<file path="config.mk">
export PLATFORM = sky130hd
export DESIGN_NAME = led_status_serial
export DESIGN_NICKNAME = d
export VERILOG_FILES = /design/src/hdl/led_driver_pkg.sv /design/src/hdl/led_status_serial.sv /design/src/hdl/pin_sync.sv
export SDC_FILE = /design/constraint.sdc
export NUM_CORES = 2
export LEC_CHECK = 0
export BUFFER_PORTS_ARGS = -buffer_cell sky130_fd_sc_hd__buf_2
export CAP_MARGIN = 10
export CORE_MARGIN = 5
export CORE_UTILIZATION = 35
export DETAILED_ROUTE_END_ITERATION = 12
export PLACE_DENSITY_LB_ADDON = 0.12
export SYNTH_ARGS = -nofsm -noshare
export SYNTH_HDL_FRONTEND = slang
export SYNTH_SLANG_ARGS = --single-unit
</file>
<file path="constraint.sdc">
create_clock -name clk -period 4 [get_ports clk]
set_input_delay 0.8 -clock clk [delete_from_list [all_inputs] [get_ports clk]]
set_output_delay 0.8 -clock clk [all_outputs]
set_load 0.02 [all_outputs]
</file>
<file path="src/hdl/led_driver_pkg.sv">
// Constants, register map and bus carriers for the LED driver status and serial control block
package led_driver_pkg;

  // Channel and shift register geometry
  localparam int CHANNELS    = 16;
  localparam int GROUPS      = 4;
  localparam int GS_BITS     = 12;
  localparam int DC_BITS     = 6;
  localparam int GS_SR_LEN   = 192;
  localparam int DC_SR_LEN   = 96;
  localparam int STATUS_LEN  = 17;
  localparam int STATUS_LSB  = GS_SR_LEN - STATUS_LEN;

  // Grayscale counter
  localparam logic [GS_BITS-1:0] GS_ZERO     = 12'h000;
  localparam logic [GS_BITS-1:0] GS_ONE      = 12'h001;
  localparam logic [GS_BITS-1:0] GS_MAX      = 12'hfff;
  localparam logic [GS_BITS-1:0] CHECK_COUNT = 12'h021;

  // Inter-group stagger, a least time rounded up to whole cycles
  localparam int CLK_MHZ        = 200;
  localparam int STAGGER_NS     = 20;
  localparam int STAGGER_CYCLES = (STAGGER_NS * CLK_MHZ + 999) / 1000;
  localparam int DELAY_LEN      = (GROUPS - 1) * STAGGER_CYCLES;

  // Register map (byte addresses, low address bits only are decoded)
  localparam int             ADDR_BITS      = 8;
  localparam logic [7:0]     ADDR_CTRL      = 8'h00;
  localparam logic [7:0]     ADDR_STATUS    = 8'h04;
  localparam logic [7:0]     ADDR_OUTPUTS   = 8'h08;
  localparam int             CTRL_AUTO_OFF  = 0;
  localparam logic [31:0]    CTRL_RESET     = 32'h0000_0001;
  localparam logic [31:0]    CTRL_MASK      = 32'h0000_0001;
  localparam logic [31:0]    READ_ZERO      = 32'h0000_0000;
  localparam logic           HRESP_OKAY     = 1'b0;
  localparam int             HTRANS_ACTIVE  = 1;

  typedef struct packed {
    logic        hsel;
    logic [31:0] haddr;
    logic [1:0]  htrans;
    logic        hwrite;
    logic [2:0]  hsize;
    logic [31:0] hwdata;
    logic        hready;
  } ahb_req_t;

  typedef struct packed {
    logic [31:0] hrdata;
    logic        hreadyout;
    logic        hresp;
  } ahb_rsp_t;

  // Bit order of the status word as it lands in the top of the shift register
  typedef struct packed {
    logic                overtemp;
    logic [CHANNELS-1:0] open_led;
  } status_word_t;

endpackage : led_driver_pkg

</file>
<file path="src/hdl/led_status_serial.sv">
// LED driver core: serial shift path, status word, open-LED and overtemp flags, staggered PWM
//
// Operation
// - Status word shifts out only in grayscale mode
// - First shift rise after latch fall loads status
// - Status bits shift out each shift rise
// - Open flags refresh at 33rd pwm rise
// - Only channels on at 33rd edge checked
// - Open flag one means output below threshold
// - Overtemp flag follows die temperature detector
// - Overtemp sticky until shift fall after latch
// - Error output open-drain low on any flag
// - Inhibit masks open flags from error output
// - 33rd pwm fall switches open channels off
// - Four channel groups switched on in turn
// - Group k holds channels k, k+4, k+8, k+12
// - Stagger applies to turn-off edges too
// - Inhibit forces outputs off, clears counter
// - Brief enable gives shorter of count, window
// - Shift register output drives serial_out
// - Low select 192 bits, high 96 bits
// - Shift in MSB first, latch on rise
// - Counter saturates, channel on while nonzero count fits, off once saturated
`timescale 1ns/10ps
module led_status_serial
  import led_driver_pkg::*;
(
  input  wire logic                          clk,
  input  wire logic                          reset,
  input  wire ahb_req_t                      ahb_req,
  output ahb_rsp_t                           ahb_rsp,
  input  wire logic                          shift_clock,
  input  wire logic                          serial_in,
  input  wire logic                          latch_strobe,
  input  wire logic                          input_select,
  input  wire logic                          pwm_clock,
  input  wire logic                          output_inhibit,
  input  wire logic [CHANNELS-1:0]           open_detect,
  input  wire logic                          overtemp_detect,
  output logic                               serial_out,
  output logic                               error_flag_n_o,
  output logic                               error_flag_n_oe,
  output logic      [CHANNELS-1:0]           channel_output,
  output logic      [DC_SR_LEN-1:0]          dot_correction
);

  // Pin synchronisation
  localparam int PIN_COUNT = 6;
  localparam int P_SCLK    = 0;
  localparam int P_SIN     = 1;
  localparam int P_LATCH   = 2;
  localparam int P_SEL     = 3;
  localparam int P_PWM     = 4;
  localparam int P_INH     = 5;

  logic [PIN_COUNT-1:0] pin_level;
  logic [PIN_COUNT-1:0] pin_rise;
  logic [PIN_COUNT-1:0] pin_fall;
  logic [CHANNELS-1:0]  open_level;
  logic                 overtemp_level;

  pin_sync #(.WIDTH(PIN_COUNT)) u_ctrl_sync (
    .clk   (clk),
    .reset (reset),
    .pin   ({output_inhibit, pwm_clock, input_select, latch_strobe, serial_in, shift_clock}),
    .level (pin_level),
    .rise  (pin_rise),
    .fall  (pin_fall)
  );

  // Analog detector levels are asynchronous to clk as well
  pin_sync #(.WIDTH(CHANNELS + 1)) u_detect_sync (
    .clk   (clk),
    .reset (reset),
    .pin   ({overtemp_detect, open_detect}),
    .level ({overtemp_level, open_level}),
    .rise  (),
    .fall  ()
  );

  logic shift_rise;
  logic shift_fall;
  logic sin_level;
  logic latch_rise;
  logic latch_fall;
  logic dc_mode;
  logic pwm_rise;
  logic pwm_fall;
  logic inhibit;

  assign shift_rise = pin_rise[P_SCLK];
  assign shift_fall = pin_fall[P_SCLK];
  assign sin_level  = pin_level[P_SIN];
  assign latch_rise = pin_rise[P_LATCH];
  assign latch_fall = pin_fall[P_LATCH];
  assign dc_mode    = pin_level[P_SEL];
  assign pwm_rise   = pin_rise[P_PWM];
  assign pwm_fall   = pin_fall[P_PWM];
  assign inhibit    = pin_level[P_INH];

  // Register file state
  logic [31:0]          ctrl_q;
  logic [GS_SR_LEN-1:0] shift_q;
  logic [GS_SR_LEN-1:0] gs_latch_q;
  logic [DC_SR_LEN-1:0] dc_latch_q;
  logic                 status_pending_q;
  logic                 tef_clear_pending_q;
  logic [CHANNELS-1:0]  open_flag_q;
  logic                 overtemp_flag_q;
  logic [CHANNELS-1:0]  off_mask_q;
  logic [GS_BITS-1:0]   gs_count_q;
  logic [CHANNELS-1:0]  raw_on_q;
  logic                 serial_out_q;
  logic                 error_q;

  status_word_t status_word;
  assign status_word.overtemp = overtemp_flag_q;
  assign status_word.open_led = open_flag_q;

  // Status load waits for the next shift rise after the latch falls
  always_ff @(posedge clk) begin
    if (reset) begin
      status_pending_q <= 1'b0;
    end else begin
      status_pending_q <= latch_fall | (status_pending_q & ~shift_rise);
    end
  end

  always_ff @(posedge clk) begin
    if (reset) begin
      tef_clear_pending_q <= 1'b0;
    end else begin
      tef_clear_pending_q <= latch_fall | (tef_clear_pending_q & ~shift_fall);
    end
  end

  // Input shift register, MSB first
  always_ff @(posedge clk) begin
    if (reset) begin
      shift_q <= '0;
    end else if (shift_rise) begin
      if (status_pending_q && !dc_mode) begin
        shift_q[GS_SR_LEN-1:STATUS_LSB] <= status_word;
      end else begin
        shift_q <= {shift_q[GS_SR_LEN-2:0], sin_level};
      end
    end
  end

  // Shift register length follows the selected mode
  always_ff @(posedge clk) begin
    if (reset) begin
      serial_out_q <= 1'b0;
    end else if (dc_mode) begin
      serial_out_q <= shift_q[DC_SR_LEN-1];
    end else begin
      serial_out_q <= shift_q[GS_SR_LEN-1];
    end
  end

  // Latching mid-cycle is allowed; outputs may glitch as the new values apply at once
  always_ff @(posedge clk) begin
    if (reset) begin
      gs_latch_q <= '0;
    end else if (latch_rise && !dc_mode) begin
      gs_latch_q <= shift_q;
    end
  end

  always_ff @(posedge clk) begin
    if (reset) begin
      dc_latch_q <= '0;
    end else if (latch_rise && dc_mode) begin
      dc_latch_q <= shift_q[DC_SR_LEN-1:0];
    end
  end

  // Grayscale counter
  always_ff @(posedge clk) begin
    if (reset) begin
      gs_count_q <= GS_ZERO;
    end else if (inhibit) begin
      gs_count_q <= GS_ZERO;
    end else if (pwm_rise && gs_count_q != GS_MAX) begin
      gs_count_q <= gs_count_q + GS_ONE;
    end
  end

  logic check_rise;
  logic check_fall;
  assign check_rise = pwm_rise && !inhibit && (gs_count_q == CHECK_COUNT - GS_ONE);
  assign check_fall = pwm_fall && !inhibit && (gs_count_q == CHECK_COUNT);

  logic [CHANNELS-1:0] on_at_check;
  logic [CHANNELS-1:0] compare_on;

  always_comb begin
    on_at_check = '0;
    compare_on  = '0;
    for (int ch = 0; ch < CHANNELS; ch++) begin
      // A channel counts as on at the check edge if its value covers the new count
      on_at_check[ch] = (gs_latch_q[ch*GS_BITS +: GS_BITS] >= CHECK_COUNT)
                        && !off_mask_q[ch];
      compare_on[ch]  = !inhibit && (gs_count_q != GS_ZERO) && (gs_count_q != GS_MAX)
                        && (gs_count_q <= gs_latch_q[ch*GS_BITS +: GS_BITS])
                        && !off_mask_q[ch];
    end
  end

  // Unchecked channels report normal, since no open condition can be seen on them
  always_ff @(posedge clk) begin
    if (reset) begin
      open_flag_q <= '0;
    end else if (check_rise) begin
      open_flag_q <= on_at_check & open_level;
    end
  end

  always_ff @(posedge clk) begin
    if (reset) begin
      off_mask_q <= '0;
    end else if (inhibit) begin
      off_mask_q <= '0;
    end else if (check_fall && ctrl_q[CTRL_AUTO_OFF]) begin
      off_mask_q <= off_mask_q | open_flag_q;
    end
  end

  // A detector assertion in the clearing cycle keeps the flag set
  always_ff @(posedge clk) begin
    if (reset) begin
      overtemp_flag_q <= 1'b0;
    end else if (overtemp_level) begin
      overtemp_flag_q <= 1'b1;
    end else if (tef_clear_pending_q && shift_fall) begin
      overtemp_flag_q <= 1'b0;
    end
  end

  always_ff @(posedge clk) begin
    if (reset) begin
      error_q <= 1'b0;
    end else begin
      error_q <= overtemp_flag_q | ((|open_flag_q) & ~inhibit);
    end
  end

  // Open drain: only ever pull low
  assign error_flag_n_o  = 1'b0;
  assign error_flag_n_oe = error_q;

  always_ff @(posedge clk) begin
    if (reset) begin
      raw_on_q <= '0;
    end else begin
      raw_on_q <= compare_on;
    end
  end

  // Stagger delay lines; a short enable window still plays out after inhibit rises
  logic [DELAY_LEN-1:0] delay_q [CHANNELS];

  for (genvar ch = 0; ch < CHANNELS; ch++) begin : g_chan
    localparam int GROUP = ch % GROUPS;
    always_ff @(posedge clk) begin
      if (reset) begin
        delay_q[ch] <= '0;
      end else begin
        delay_q[ch] <= {delay_q[ch][DELAY_LEN-2:0], raw_on_q[ch]};
      end
    end
    if (GROUP == 0) begin : g_first
      assign channel_output[ch] = raw_on_q[ch];
    end else begin : g_later
      assign channel_output[ch] = delay_q[ch][GROUP*STAGGER_CYCLES-1];
    end
  end

  assign serial_out     = serial_out_q;
  assign dot_correction = dc_latch_q;

  // AHB-Lite slave, zero wait states
  logic                 addr_phase;
  logic                 wr_pend_q;
  logic [ADDR_BITS-1:0] wr_addr_q;
  logic [31:0]          rdata_q;
  logic [31:0]          read_mux;
  logic [31:0]          ctrl_view;

  assign addr_phase = ahb_req.hsel && ahb_req.htrans[HTRANS_ACTIVE] && ahb_req.hready;

  // Bypass so a read right after a control write sees the new value
  assign ctrl_view = (wr_pend_q && wr_addr_q == ADDR_CTRL)
                     ? (ahb_req.hwdata & CTRL_MASK) : ctrl_q;

  always_comb begin
    read_mux = READ_ZERO;
    if (ahb_req.haddr[ADDR_BITS-1:0] == ADDR_CTRL) begin
      read_mux = ctrl_view;
    end else if (ahb_req.haddr[ADDR_BITS-1:0] == ADDR_STATUS) begin
      read_mux = {{(32-STATUS_LEN){1'b0}}, status_word};
    end else if (ahb_req.haddr[ADDR_BITS-1:0] == ADDR_OUTPUTS) begin
      read_mux = {{(32-GS_BITS-CHANNELS){1'b0}}, gs_count_q, channel_output};
    end
  end

  always_ff @(posedge clk) begin
    if (reset) begin
      wr_pend_q <= 1'b0;
      wr_addr_q <= '0;
    end else begin
      wr_pend_q <= addr_phase && ahb_req.hwrite;
      if (addr_phase) begin
        wr_addr_q <= ahb_req.haddr[ADDR_BITS-1:0];
      end
    end
  end

  always_ff @(posedge clk) begin
    if (reset) begin
      rdata_q <= READ_ZERO;
    end else if (addr_phase && !ahb_req.hwrite) begin
      rdata_q <= read_mux;
    end
  end

  always_ff @(posedge clk) begin
    if (reset) begin
      ctrl_q <= CTRL_RESET;
    end else if (wr_pend_q && wr_addr_q == ADDR_CTRL) begin
      ctrl_q <= ahb_req.hwdata & CTRL_MASK;
    end
  end

  assign ahb_rsp.hrdata    = rdata_q;
  assign ahb_rsp.hreadyout = 1'b1;
  assign ahb_rsp.hresp     = HRESP_OKAY;

endmodule : led_status_serial

</file>
<file path="src/hdl/pin_sync.sv">
// Two-flop synchroniser with edge detection for a group of pins
`timescale 1ns/10ps
module pin_sync #(
  parameter int WIDTH = 1
) (
  input  wire logic             clk,
  input  wire logic             reset,
  input  wire logic [WIDTH-1:0] pin,
  output logic      [WIDTH-1:0] level,
  output logic      [WIDTH-1:0] rise,
  output logic      [WIDTH-1:0] fall
);

  logic [WIDTH-1:0] meta_q;
  logic [WIDTH-1:0] sync_q;
  logic [WIDTH-1:0] prev_q;

  // The first stage feeds only the second stage
  always_ff @(posedge clk) begin
    if (reset) begin
      meta_q <= '0;
      sync_q <= '0;
      prev_q <= '0;
    end else begin
      meta_q <= pin;
      sync_q <= meta_q;
      prev_q <= sync_q;
    end
  end

  assign level = sync_q;
  assign rise  = sync_q & ~prev_q;
  assign fall  = ~sync_q & prev_q;

endmodule : pin_sync

</file>
==> impl_metrics.toml <==
[layout]
final_nets = 4048
multiInputGateArea_um2 = 13990
drive_gt1_share_pct = 10.33
n_fill_cell = 9126
areaGrowthSynthToFinish_pct = 15.35
register_area_um2 = 15270
fin_cells = 4990
post-route-cell-area_um2 = 35630

[clocking]
clock_latency_ps = 620
htreeDepth = 3
postCtsHoldBufs = 0
cts.sinks = 763
cts_tree = "done"
clockBufferDepth = 3
cts_resized = 0
cts_buffers = 87
clk_pin_slew_ps = 60
cts_setup_buffers = 0
clock-root-buffer = "clkbuf_16"

[die]
core_region_area_um2 = 87970
die_w_um = 307.1
rows = 109
start_util_pct = 35.11
die_area_um2 = 94280
die_h_um = 307.1
ioPinCount = 246

[detailed_routing]
antenna_left = 0
wl_per_cell_um = 16.90
drt_iter0_drc = 1398
dr.pass1.iters = 5
avgViaCountPerCell = 4.840
via_count = 24154
drt_wl_total_um = 84330
drc = 0

[pwr]
intPower_mw = 12.49
power.leakage_nw = 13.15
switching_power_mw = 3.552
p_seq_share_pct = 47.9
combPwrFrac_pct = 3.0
ir_drop_uv = 276.3
p_clk_share_pct = 49.1
sw_frac_of_total_pct = 22.14
power.density_nw_per_um2 = 450.3
report.power.total_mw = 16.04

[setup_path]
max_stage_delay_ps = 790
crit_path_cell_trace = "nand4_1, nor3_1, or3_1, buf_4, a2111oi_0"
startpoint_type = "register"
worstPathMaxFanout = 13
r2r_slack_ps = 1100
worst-endpoint-required_ps = 4490
worst-setup-path-type = "register to register"
crit_path_end_kind = "register"
worst-endpoint-arrival_ps = 3390
cpMaxStageDelayCell = "dfxtp_1"

[yosys]
synth.distinct_cells = 53
synth.largest_area_cell = "dfxtp_1"
ys_ff_latch = 763
synth_cells = 3665
yosysSeqAreaShare_pct = 49.46
synth_top_cell_area_share_pct = 49.46
synth_edf_count = 0
syn_area_um2 = 30880
ys_top_cells_by_count = "nand2_1 (992), dfxtp_1 (763), a21oi_1 (557)"
yosys-top-cells-area = "dfxtp_1 (49%), nand2_1 (12%), a21oi_1 (9.0%)"
yosysWarnings = 0
yosysMostFrequentCell = "nand2_1"
async_flop_share_pct = 0
avgSynthCellArea_um2 = 8.427
synth_ff_type = "dfxtp_1"

[global_route]
grt_max_degree = 214
grtUsageTotal_pct = 17.38
grt_pass1_wl_um = 133300
grt-ovfl-total = 0
use_met3_pct = 2.514
use_met1_pct = 24.58
grt_pass1_vias = 23576
met2_usage_pct = 28.09
antenna_found_initial = 3
top_usage_layer = "met2"

[timing]
finalSetupViolations = 0
rsz0062_at_grt = "false"
final_max_slew_viol_count = 0
relSlewSlack_pct = 26.62
period_share_pct = 72.56
worstMarginPinSlew_ps = 1101
fin_setup_tns_ps = 0
timing.fmax_mhz = 344.5
hold_ws_ps = 387.4
final_hold_viol_count = 0
finalCriticalPeriod_ps = 2903
final.setup_skew_ps = 16.95

[placement]
gp_congestion = 0.7658
dpl_cell_area_um2 = 32780
dpl.hpwl_um = 53410
port-buffer-count = 183
dp.cells = 4832

[worst_hold_path]
hp-class = "input port to register"

[run]
cap_violations = 0

[outcome]
outcome = "completed"
[kinds of logic (layout without fill, tap and decap cells)]
group / Yosys count / count (layout) / share of synthesized area (%)
DFF: 763 / 763 / 49.46
buffers and inverters: 411 / 568 / 5.388
adders and majority gates: 195 / 195 / 7.900
muxes: 24 / 24 / 0.7819
and+or+nand+nor: 1488 / 1488 / 21.29
other: 2 / 5 / 0.02432
xor gates and xnor gates: 9 / 9 / 0.2553
AOI/OAI and AO/OA: 773 / 773 / 14.91
[area by class of cell]
class / instances / area share, %
timing repair buffer: 233 / 3.898
clock inverter: 28 / 0.8289
sequential: 763 / 42.88
tap: 1165 / 4.092
antenna: 2 / 0.01405
inverter: 179 / 1.886
multi-input combinational: 2492 / 39.27
clock buffer: 128 / 7.137
[cell usage in the layout, fill, tap and decap left out, drive strengths merged, types with 53 or more instances in the layout]
| cell type | instances |
|---|---|
| nand2 | 992 |
| dfxtp | 763 |
| inv | 182 |
| ha | 195 |
| nand4 | 68 |
| a21oi | 557 |
| nor2b | 168 |
| buf | 233 |
| clkbuf | 128 |
| nor2 | 98 |
| a22o | 53 |
[metrics by stage]
stage	worst slack [ps]	util [%]
final	1097	40.50
after CTS	1138	40.49
after global routing	1005	40.49
after global placement	923.3	37.27
after floorplan	1700	-
after detailed placement	957.8	37.27
[path summary, 6_finish.rpt]
kind / startpoint / cells after the start / endpoint
worst max register to register: gs_count_q[3]$_SDFFE_PP0P_ / 5 / raw_on_q[15]$_SDFF_PP0_
worst min register to register: delay_q[13][0]$_SDFF_PP0_ / 1 / delay_q[13][1]$_SDFF_PP0_
worst min-delay path: open_detect[8] / 2 / u_detect_sync.meta_q[8]$_SDFF_PP0_
worst max-delay path: gs_count_q[3]$_SDFFE_PP0P_ / 5 / raw_on_q[15]$_SDFF_PP0_
[sequential cells by signal (all words and copies together), names as in the netlist, 3 cells and up]
name	cells
dot_correction	96
shift_q	192
u_ctrl_sync.level	6
u_detect_sync.meta_q	17
rdata_q	32
off_mask_q	16
u_detect_sync.level	17
open_flag_q	16
gs_latch_q	192
u_ctrl_sync.meta_q	6
u_ctrl_sync.prev_q	3
wr_addr_q	8
raw_on_q	16
gs_count_q	12
ctrl_q	32
delay_q	96
[power by group through the flow]
stage | Sequential, mW | Combinational [mW] | Clock [mW]
5_1_grt | 7.69 | 0.529 | 8.49
4_1_cts | 7.69 | 0.488 | 8.14
2_1_floorplan | 7.85 | 0.323 | 0
3_5_place_dp | 7.86 | 0.487 | 0
6_report | 7.69 | 0.478 | 7.87
3_3_place_gp | 7.86 | 0.487 | 0
[critical path, delay by kind of cell (launching register included)]
kind,cells,cell delay [ps]
buf+inv,1,430
flops,1,790
simple gates,3,1430
compound gates,1,110
[per-layer routing]
layer	wire length (µm)	vias up	share of wire, %
met5	0	-	0
met4	1659	0	2.0
met3	3412	109	4.0
met2	37420	384	44
met1	41840	11235	50
li1	-	12426	-
No activity file was read; power rests on OpenSTA's default activity.
